### config.mk
export PLATFORM = sky130hd
export DESIGN_NAME = threshold_spacing
export DESIGN_NICKNAME = d
export VERILOG_FILES = /design/src/logic/spacing_pkg.sv /design/src/logic/threshold_spacing.sv
export SDC_FILE = /design/constraint.sdc
export NUM_CORES = 1
export LEC_CHECK = 0
export BUFFER_PORTS_ARGS = -buffer_cell sky130_fd_sc_hd__buf_2
export CAP_MARGIN = 20
export CORE_AREA = 2 2 81 102
export DETAILED_ROUTE_END_ITERATION = 6
export DIE_AREA = 0 0 83 104
export MAX_ROUTING_LAYER = met4
export PLACE_DENSITY = 0.7
export SLEW_MARGIN = 25
export SYNTH_ARGS = -nofsm -noshare
export SYNTH_HDL_FRONTEND = slang
export SYNTH_SLANG_ARGS = --single-unit
### constraint.sdc
create_clock -name clk -period 2.9 [get_ports clk]
set_input_delay 0 -clock clk [delete_from_list [all_inputs] [get_ports clk]]
set_output_delay 0 -clock clk [all_outputs]
set_load 0.05 [all_outputs]
### src/logic/spacing_pkg.sv
/*
  Constants and carrier types for the threshold adjustment spacing register.
  Assumes a byte-wide internal register port fed by the serial management engine.
*/
package spacing_pkg;
  localparam logic [7:0] SPACING_ADDR = 8'h37;
  localparam logic [7:0] SPACING_RESET = 8'h00;
  localparam int REMOTE_A_LSB = 0;
  localparam int LOCAL_LSB = 3;
  localparam int REMOTE_B_LSB = 6;
  localparam int CODE_W = 3;
  localparam int CNT_W = 11;
  localparam logic [CNT_W-1:0] DEC_BASE_CYCLES = 11'h004;
  localparam logic [CNT_W-1:0] INC_BASE_CYCLES = 11'h008;
  localparam logic [CNT_W-1:0] CNT_MAX = 11'h7ff;
  localparam int NUM_CH = 3;

  typedef struct packed {
    logic [7:0] addr;
    logic wr;
    logic [7:0] wdata;
  } reg_req_s;
endpackage

### src/logic/threshold_spacing.sv
/*
  Threshold adjustment spacing register and per-channel spacing counters.
  Assumes the register request, lock, companion bit, cycle tick and
  adjustment pulses all come from logic on clk.
*/
// What this block does
// - Writes to the spacing register are ignored once the lock is set.
// - Reset loads the spacing register with zero, shortest spacing.
// - Bits 2:0 give the first remote channel spacing code.
// - Decrease spacing is 4 cycles at code 0, doubling to 512.
// - Increase spacing is 8 cycles at code 0, doubling to 1024.
// - Bits 5:3 give the local channel code, same encoding.
// - Bits 7:6 hold the two low bits of the second remote code.
// - Second remote channel spaced by the combined three-bit code.
// - Second remote code MSB comes from companion register bit 0.
`timescale 1ns/1ps
module threshold_spacing
(
  // Clock and reset
  input wire logic clk,
  input wire logic rst,
  // Register port
  input wire spacing_pkg::reg_req_s req,
  output logic [7:0] rd_data_reg,
  // Control inputs
  input wire logic config_lock,
  input wire logic remote_b_code_msb,
  input wire logic monitor_cycle_done,
  input wire logic [spacing_pkg::NUM_CH-1:0] adjust_done,
  // Per-channel permission to adjust (0 remote a, 1 local, 2 remote b)
  output logic [spacing_pkg::NUM_CH-1:0] dec_ready_reg,
  output logic [spacing_pkg::NUM_CH-1:0] inc_ready_reg
);

  ////////////////////////////////////////////////////////////////////////////
  // Spacing decode

  function automatic logic [spacing_pkg::CNT_W-1:0] spacing_cycles(
    input logic [spacing_pkg::CNT_W-1:0] base,
    input logic [spacing_pkg::CODE_W-1:0] code);
    spacing_cycles = base << code;
  endfunction

  logic [7:0] spacing_reg;
  logic [7:0] spacing_next;
  logic [7:0] rd_data_next;
  logic [spacing_pkg::CODE_W-1:0] code [spacing_pkg::NUM_CH];
  logic [spacing_pkg::CNT_W-1:0] cnt_reg [spacing_pkg::NUM_CH];
  logic [spacing_pkg::CNT_W-1:0] cnt_next [spacing_pkg::NUM_CH];
  logic [spacing_pkg::NUM_CH-1:0] dec_ready_next;
  logic [spacing_pkg::NUM_CH-1:0] inc_ready_next;
  logic wr_hit;

  always_comb
  begin
    code[0] = spacing_reg[spacing_pkg::REMOTE_A_LSB +: spacing_pkg::CODE_W];
    code[1] = spacing_reg[spacing_pkg::LOCAL_LSB +: spacing_pkg::CODE_W];
    code[2] = {remote_b_code_msb, spacing_reg[spacing_pkg::REMOTE_B_LSB +: 2]};
  end

  ////////////////////////////////////////////////////////////////////////////
  // Register

  assign wr_hit = req.wr && (req.addr == spacing_pkg::SPACING_ADDR);

  always_comb
  begin
    spacing_next = spacing_reg;
    // Lock only blocks writes; reads keep returning the held value
    if (wr_hit && !config_lock)
    begin
      spacing_next = req.wdata;
    end
    rd_data_next = (req.addr == spacing_pkg::SPACING_ADDR) ? spacing_reg : 8'h00;
  end

  always_ff @(posedge clk or posedge rst)
  begin
    if (rst)
    begin
      spacing_reg <= spacing_pkg::SPACING_RESET;
      rd_data_reg <= 8'h00;
    end
    else
    begin
      spacing_reg <= spacing_next;
      rd_data_reg <= rd_data_next;
    end
  end

  ////////////////////////////////////////////////////////////////////////////
  // Spacing counters

  always_comb
  begin
    for (int i = 0; i < spacing_pkg::NUM_CH; i++)
    begin
      cnt_next[i] = cnt_reg[i];
      // An adjustment restarts the interval even if a tick lands with it
      if (adjust_done[i])
      begin
        cnt_next[i] = '0;
      end
      else if (monitor_cycle_done && cnt_reg[i] != spacing_pkg::CNT_MAX)
      begin
        cnt_next[i] = cnt_reg[i] + 11'h001;
      end
      dec_ready_next[i] = cnt_reg[i] >= spacing_cycles(spacing_pkg::DEC_BASE_CYCLES, code[i]);
      inc_ready_next[i] = cnt_reg[i] >= spacing_cycles(spacing_pkg::INC_BASE_CYCLES, code[i]);
    end
  end

  always_ff @(posedge clk or posedge rst)
  begin
    if (rst)
    begin
      for (int i = 0; i < spacing_pkg::NUM_CH; i++)
      begin
        cnt_reg[i] <= '0;
      end
      dec_ready_reg <= '0;
      inc_ready_reg <= '0;
    end
    else
    begin
      for (int i = 0; i < spacing_pkg::NUM_CH; i++)
      begin
        cnt_reg[i] <= cnt_next[i];
      end
      dec_ready_reg <= dec_ready_next;
      inc_ready_reg <= inc_ready_next;
    end
  end

  ////////////////////////////////////////////////////////////////////////////
  // Assertions

  property p_lock_blocks;
    @(posedge clk) disable iff (rst)
    config_lock && wr_hit |=> spacing_reg == $past(spacing_reg);
  endproperty
  a_lock_blocks: assert property (p_lock_blocks) else $error("locked write changed register");

  property p_reset_value;
    @(posedge clk) disable iff (rst)
    $fell(rst) |-> spacing_reg == 8'h00 && dec_ready_reg == 3'h0;
  endproperty
  a_reset_value: assert property (p_reset_value) else $error("register not zero after reset");

  property p_write_read;
    @(posedge clk) disable iff (rst)
    !config_lock && wr_hit ##1 (req.addr == 8'h37 && !req.wr) |=> rd_data_reg == $past(req.wdata, 2);
  endproperty
  a_write_read: assert property (p_write_read) else $error("write not read back");

  property p_remote_a_dec;
    @(posedge clk) disable iff (rst)
    !adjust_done[0] && cnt_reg[0] == (11'h004 << spacing_reg[2:0]) |=> dec_ready_reg[0];
  endproperty
  a_remote_a_dec: assert property (p_remote_a_dec) else $error("remote a decrease late");

  property p_remote_a_dec_early;
    @(posedge clk) disable iff (rst)
    cnt_reg[0] < (11'h004 << spacing_reg[2:0]) |=> !dec_ready_reg[0];
  endproperty
  a_remote_a_dec_early: assert property (p_remote_a_dec_early) else $error("decrease early");

  property p_remote_a_inc_early;
    @(posedge clk) disable iff (rst)
    cnt_reg[0] < (11'h008 << spacing_reg[2:0]) |=> !inc_ready_reg[0];
  endproperty
  a_remote_a_inc_early: assert property (p_remote_a_inc_early) else $error("increase early");

  property p_local_dec;
    @(posedge clk) disable iff (rst)
    cnt_reg[1] >= (11'h004 << spacing_reg[5:3]) |=> dec_ready_reg[1];
  endproperty
  a_local_dec: assert property (p_local_dec) else $error("local decrease wrong");

  property p_remote_b_inc;
    @(posedge clk) disable iff (rst)
    cnt_reg[2] >= (11'h008 << {remote_b_code_msb, spacing_reg[7:6]}) |=> inc_ready_reg[2];
  endproperty
  a_remote_b_inc: assert property (p_remote_b_inc) else $error("remote b increase wrong");

  property p_remote_b_msb;
    @(posedge clk) disable iff (rst)
    remote_b_code_msb && cnt_reg[2] < 11'h010 |=> !dec_ready_reg[2];
  endproperty
  a_remote_b_msb: assert property (p_remote_b_msb) else $error("msb ignored");

  property p_count_step;
    @(posedge clk) disable iff (rst)
    monitor_cycle_done && !adjust_done[1] && cnt_reg[1] < 11'h7ff
      |=> cnt_reg[1] == $past(cnt_reg[1]) + 11'h001;
  endproperty
  a_count_step: assert property (p_count_step) else $error("counter did not advance");

  property p_adjust_clears;
    @(posedge clk) disable iff (rst)
    adjust_done[2] |=> cnt_reg[2] == 11'h000;
  endproperty
  a_adjust_clears: assert property (p_adjust_clears) else $error("restart missed");

  property p_local_inc_early;
    @(posedge clk) disable iff (rst)
    cnt_reg[1] < (11'h008 << spacing_reg[5:3]) |=> !inc_ready_reg[1];
  endproperty
  a_local_inc_early: assert property (p_local_inc_early) else $error("local inc early");

  property p_remote_b_dec;
    @(posedge clk) disable iff (rst)
    cnt_reg[2] >= (11'h004 << {remote_b_code_msb, spacing_reg[7:6]}) |=> dec_ready_reg[2];
  endproperty
  a_remote_b_dec: assert property (p_remote_b_dec) else $error("remote b dec wrong");

  c_locked_write: cover property (@(posedge clk) disable iff (rst) config_lock && wr_hit);
  c_slow_inc: cover property (@(posedge clk) disable iff (rst)
    code[0] == 3'h7 && $rose(inc_ready_reg[0]));
  c_remote_b_high: cover property (@(posedge clk) disable iff (rst)
    remote_b_code_msb && $rose(dec_ready_reg[2]));
  c_restart: cover property (@(posedge clk) disable iff (rst) adjust_done[1] && dec_ready_reg[1]);

endmodule // threshold_spacing

==> results of run 1 <==
==> cells by family after synthesis <==
| family | Yosys count |
|---|---|
| AOI/OAI and AO/OA | 72 |
| adders and majority gates | 54 |
| xor gates and xnor gates | 7 |
| muxes | 13 |
| DFF | 55 |
| and+or+nand+nor | 157 |
| buffers and inverters | 28 |
==> cell usage in the layout, fill, tap and decap left out, types with 4 or more instances in the layout <==
master / count
nand4_1: 8
or3b_2: 6
clkbuf_8: 5
and2_1: 10
nand3_1: 22
nor3_1: 12
nand3b_1: 10
inv_1: 12
nor2_1: 37
nand2_1: 22
a21oi_1: 22
o21a_1: 6
a211oi_1: 8
xnor2_1: 4
buf_2: 38
mux2i_1: 5
o31ai_1: 8
or3_1: 7
o21ai_0: 7
dlygate4sd3_1: 11
mux2_2: 8
dfrtp_1: 55
ha_1: 54
==> layout make-up <==
cell class / count / area (um2)
Fill cell: 673 / 3460
Multi-Input combinational cell: 303 / 2250
Sequential cell: 55 / 1380
Timing Repair Buffer: 50 / 308
Tap cell: 95 / 119
Clock inverter: 3 / 71.3
Clock buffer: 5 / 68.8
Inverter: 13 / 48.8
==> power by group <==
group | internal, mW | total (mW) | switching [mW] | leakage [nW]
clock network | 0.351 | 0.616 | 0.266 | 0.0703
registers | 0.784 | 0.802 | 0.0180 | 0.760
logic | 0.0664 | 0.164 | 0.0972 | 1.18
==> metal layers <==
| layer | track usage | wire, um | vias up |
|---|---|---|---|
| li1 | - | - | 1513 |
| met1 | 0.237 | 3390 | 1461 |
| met2 | 0.344 | 4260 | 47 |
| met3 | 0.0270 | 167 | 10 |
| met4 | 0.0585 | 94 | 0 |
| met5 | - | 0 | - |
==> path summary, 6_finish.rpt <==
| path | from | to | slack [ps] | depth (start not counted) |
|---|---|---|---|---|
| min in group asynchronous | rst | cnt_reg[32]$_DFFE_PP0P_ | 310 | 3 |
| min reg2reg | cnt_reg[12]$_DFFE_PP0P_ | cnt_reg[12]$_DFFE_PP0P_ | 600 | 2 |
| max in group asynchronous | rst | cnt_reg[27]$_DFFE_PP0P_ | 1800 | 4 |
| max | spacing_reg[7]$_DFFE_PP0P_ | dec_ready_reg[2]$_DFF_PP0_ | 930 | 6 |
| max reg2reg | spacing_reg[7]$_DFFE_PP0P_ | dec_ready_reg[2]$_DFF_PP0_ | 930 | 6 |
| min | adjust_done[1] | cnt_reg[11]$_DFFE_PP0P_ | 10 | 2 |
==> cells in the mapped netlist (all sizes together) (9+ instances only) <==
cell type | n | area (um2)
ha | 54 | 676
and2 | 10 | 62.6
nand4 | 9 | 71.3
o31ai | 10 | 85.1
clkbuf | 12 | 46.3
inv | 13 | 48.8
a21oi | 22 | 110
nor2 | 38 | 145
nand3 | 22 | 110
nand2 | 22 | 82.6
dfrtp | 55 | 1380
nor3 | 12 | 60.1
nand3b | 10 | 75.1
==> through the flow <==
| step | hold WS (ps) | setup slack (ps) | cells | utilization |
|---|---|---|---|---|
| after floorplan | 73.4 | 995 | 386 | - |
| after global placement | 137 | 1000 | 505 | 0.519 |
| after detailed placement | 132 | 949 | 505 | 0.519 |
| after CTS | 10.4 | 929 | 524 | 0.551 |
| after global routing | 30.3 | 790 | 524 | 0.551 |
| final | 13.3 | 926 | 524 | 0.551 |
==> what timing repair did <==
action,CTS,global route
endpoints found under the hold margin,54,0
buffers inserted,0,0
hold buffers,11,0
==> metrics.cfg, run 1 <==
[placement]
hpwl_um=5880
port_buffers=38
gp_congestion=0.823
placed_area_um2=4000

[clock_network]
cts_tree=yes
clk_root_buffer_cell=clkbuf_8
cts.clk_slew.worst_paths_ps=110
cts_sinks=55
clkLatencyLatePin_ps=320
clockBufferDepth=2
cts.repair.resized=0
numCtsBuffers=5
cts_max_level=2

[global_routing]
grt_max_degree=32
grt_pass1_vias=3004
grt_pass1_wl_um=13900
globalRouteOverflowTotal=0
antenna_found_initial=0
track_usage=0.197

[logic_synthesis]
syn_area_per_cell_um2=9.70
synth_ff_type=dfrtp_1
syn_inst=386
yosys_warnings=0
yosys.area_share.simple=0.235
synthesis.area_um2=3750
synthAdderAreaFrac=0.180
synth_mux_area_frac=0.0374
synth_seq_cells=55
seq_area_frac_synth=0.367
synth_fp_nets=465
async_flop_share=1.00
synthDistinctLibCells=50
synth_compound_area_frac=0.133
synth_top_family_by_area=simple AND/OR/NAND/NOR gates
synthXorXnorAreaFrac=0.0164
synth_enable_flop_cells=0

[sta]
max_freq_ghz=0.507
rsz0062_at_grt=no
setup_viol=0
worst_slew_pin_slew_ps=658
fin_skew_ps=11.8
period_share=0.681
hold_viol=0
drv_slew=0
maxSlewHeadroom=0.561
tns_ps=0
fin_crit_ps=1970

[power_and_ir_drop]
power_density_nw_per_um2=373
leakage_nw=2.01
total_power_mw=1.58
ir_drop_uv=223

[die]
core_um2=7700
die_area_um2=8630
num_rows=36
die_h_um=104
die_width_um=83
io_pins=39
start_util=0.486

[worst_setup_path]
cp-start-kind=register
crit_chain=or3b_2 > ha_1 > o21a_1 > o21a_1 > o31ai_1 > nand3_1
crit_path_end_kind=register
slowest_stage=or3b_2
cp_common_cell=o21a_1
worst-path-buf-inv=0
crit_type=reg2reg
crit_family=simple AND/OR/NAND/NOR gates
crit_arrival_ps=2160
cpPeakStageDelay_ps=520
critical_path_required_ps=3090
crit_fanout=10

[routing]
drt_wl_total_um=7920
drt_iter0_drc=125
drc=0
drt-pass1-iter-count=4
num_vias=3031
final_antenna_net_count=0
routedWlPerCell_um=15.1
via_per_inst=5.78

[status]
status=completed

[cells_and_area]
drive_gt1_frac=0.161
finish.instance_area_um2=4250
largest_register_ffs=33
area_growth_syn_to_layout_pct=13.3
diodes=0
nets=507

[run]
drv_cap=0

[hold_path]
hold_path.class=in2reg

Note: power is estimated with default switching activity, not from simulation.
==> inputs of run 2 (changes only) <==
PLACE_DENSITY = 0.73   (was 0.7)
clock period = 1.8 ns   (was 2.9 ns; I/O delays follow)
==> metrics.cfg, run 2 (same netlist as run 1, synthesis figures left out) <==
[worst_setup_path]
cpPeakStageDelay_ps=460
cp-start-kind=register
crit_fanout=7
path_depth=6
r2r_cells=6
crit_chain=or3_4 > ha_4 > o21a_1 > o21a_1 > o31ai_2 > nand3_1
worst-path-buf-inv=0
crit_arrival_ps=2020
critical_path_required_ps=2000
crit_family=simple AND/OR/NAND/NOR gates
crit_type=reg2reg
slowest_stage=dfrtp_2
cp_common_cell=o21a_1
crit_path_end_kind=register

[routing]
drt_iter0_drc=134
num_vias=3195
via_per_inst=5.89
drt-pass1-iter-count=4
drc=0
final_antenna_net_count=0
routedWlPerCell_um=15.6
drt_wl_total_um=8460

[power_and_ir_drop]
total_power_mw=2.58
ir_drop_uv=459
power_density_nw_per_um2=568
leakage_nw=2.11

[sta]
hold_viol=0
rsz0062_at_grt=yes
period_share=1.01
hold_ws_ps=124
tns_ps=-29.4
worst_slew_pin_slew_ps=533
setup_viol=2
drv_slew=0
max_freq_ghz=0.550
fin_crit_ps=1820
fin_ws_ps=-19.1
fin_skew_ps=3.30
maxSlewHeadroom=0.644

[clock_network]
cts_max_level=2
cts_sinks=55
clockBufferDepth=2
clk_root_buffer_cell=clkbuf_8
cts.clk_slew.worst_paths_ps=100
numCtsBuffers=5
clkLatencyLatePin_ps=320
cts_tree=yes

[placement]
gp_congestion=0.897
hpwl_um=6190
dp_slack_ps=-35.3
dp_cells=520
port_buffers=38

[cells_and_area]
nets=525
diodes=0
final_common_cell=dfrtp_1
area_growth_syn_to_layout_pct=21.2
largest_register_ffs=33
final_cell_mix=53 x dfrtp_1, 47 x ha_1, 38 x buf_2
drive_gt1_frac=0.239
fin_cells=542

[die]
die_width_um=83
start_util=0.486
num_rows=36
core_um2=7700
io_pins=39
die_h_um=104
die_area_um2=8630

[global_routing]
grt.busiest_layer=met2
globalRouteOverflowTotal=0
met3_usage=0.0294
antenna_found_initial=0
met2_usage=0.374
grtUsageMet1=0.229
track_usage=0.205
grt_max_degree=27
grt_pass1_vias=3200
grt_pass1_wl_um=14300

[hold_path]
whs_path_depth=3
hold_path.class=in2reg

[status]
status=complete, but fails checks
violations=negative setup slack

[run]
drv_cap=0

==> run 2: what timing repair did <==
action / 4_1_cts / 5_1_grt
setup endpoints to repair: 5 / 5
endpoints found under the hold margin: 52 / 0
pin swaps: 1 / 6
buffers inserted: 1 / 1
hold buffers: 12 / 0
gates resized for setup: 4 / 17
cloned: 0 / 0
==> run 2: layout make-up <==
type                            instances  area, um2
Timing Repair Buffer                   68        445
Clock buffer                            6       72.6
Tap cell                               95        119
Inverter                               13       48.8
Fill cell                             632       3160
Clock inverter                          2       60.1
Multi-Input combinational cell        303       2410
Sequential cell                        55       1380
==> run 2: tightest hold or removal path: stages <==
cell	delay, ps
buf_2	190
a21oi_1	170
nor3_1	50
==> run 2: metal layers <==
layer | routed length, um | vias up | share of wire
li1 | - | 1538 | -
met1 | 3430 | 1570 | 0.41
met2 | 4600 | 71 | 0.54
met3 | 282 | 16 | 0.033
met4 | 142 | 0 | 0.017
met5 | 0 | - | 0
==> run 2: final timing paths <==
| path | start | endpoint | slack [ps] |
|---|---|---|---|
| setup / recovery | spacing_reg[0]$_DFFE_PP0P_ | dec_ready_reg[0]$_DFF_PP0_ | -20 |
| max in group asynchronous | rst | spacing_reg[6]$_DFFE_PP0P_ | 830 |
| hold / removal | monitor_cycle_done | cnt_reg[2]$_DFFE_PP0P_ | 120 |
| min in group asynchronous | rst | rd_data_reg[5]$_DFF_PP0_ | 270 |
| hold reg to reg | cnt_reg[12]$_DFFE_PP0P_ | cnt_reg[12]$_DFFE_PP0P_ | 590 |
| setup reg to reg | spacing_reg[0]$_DFFE_PP0P_ | dec_ready_reg[0]$_DFF_PP0_ | -20 |
==> run 2: stage by stage <==
stage / area (um2) / util
after global placement: 4150 / 0.539
after floorplan: 3820 / -
after CTS: 4430 / 0.575
after detailed placement: 4150 / 0.539
after global routing: 4540 / 0.589
final: 4540 / 0.589
==> run 2: power breakdown <==
group | switching (mW) | internal [mW]
registers | 0.0257 | 1.26
clock network | 0.424 | 0.556
logic | 0.175 | 0.134
total | 0.624 | 1.95
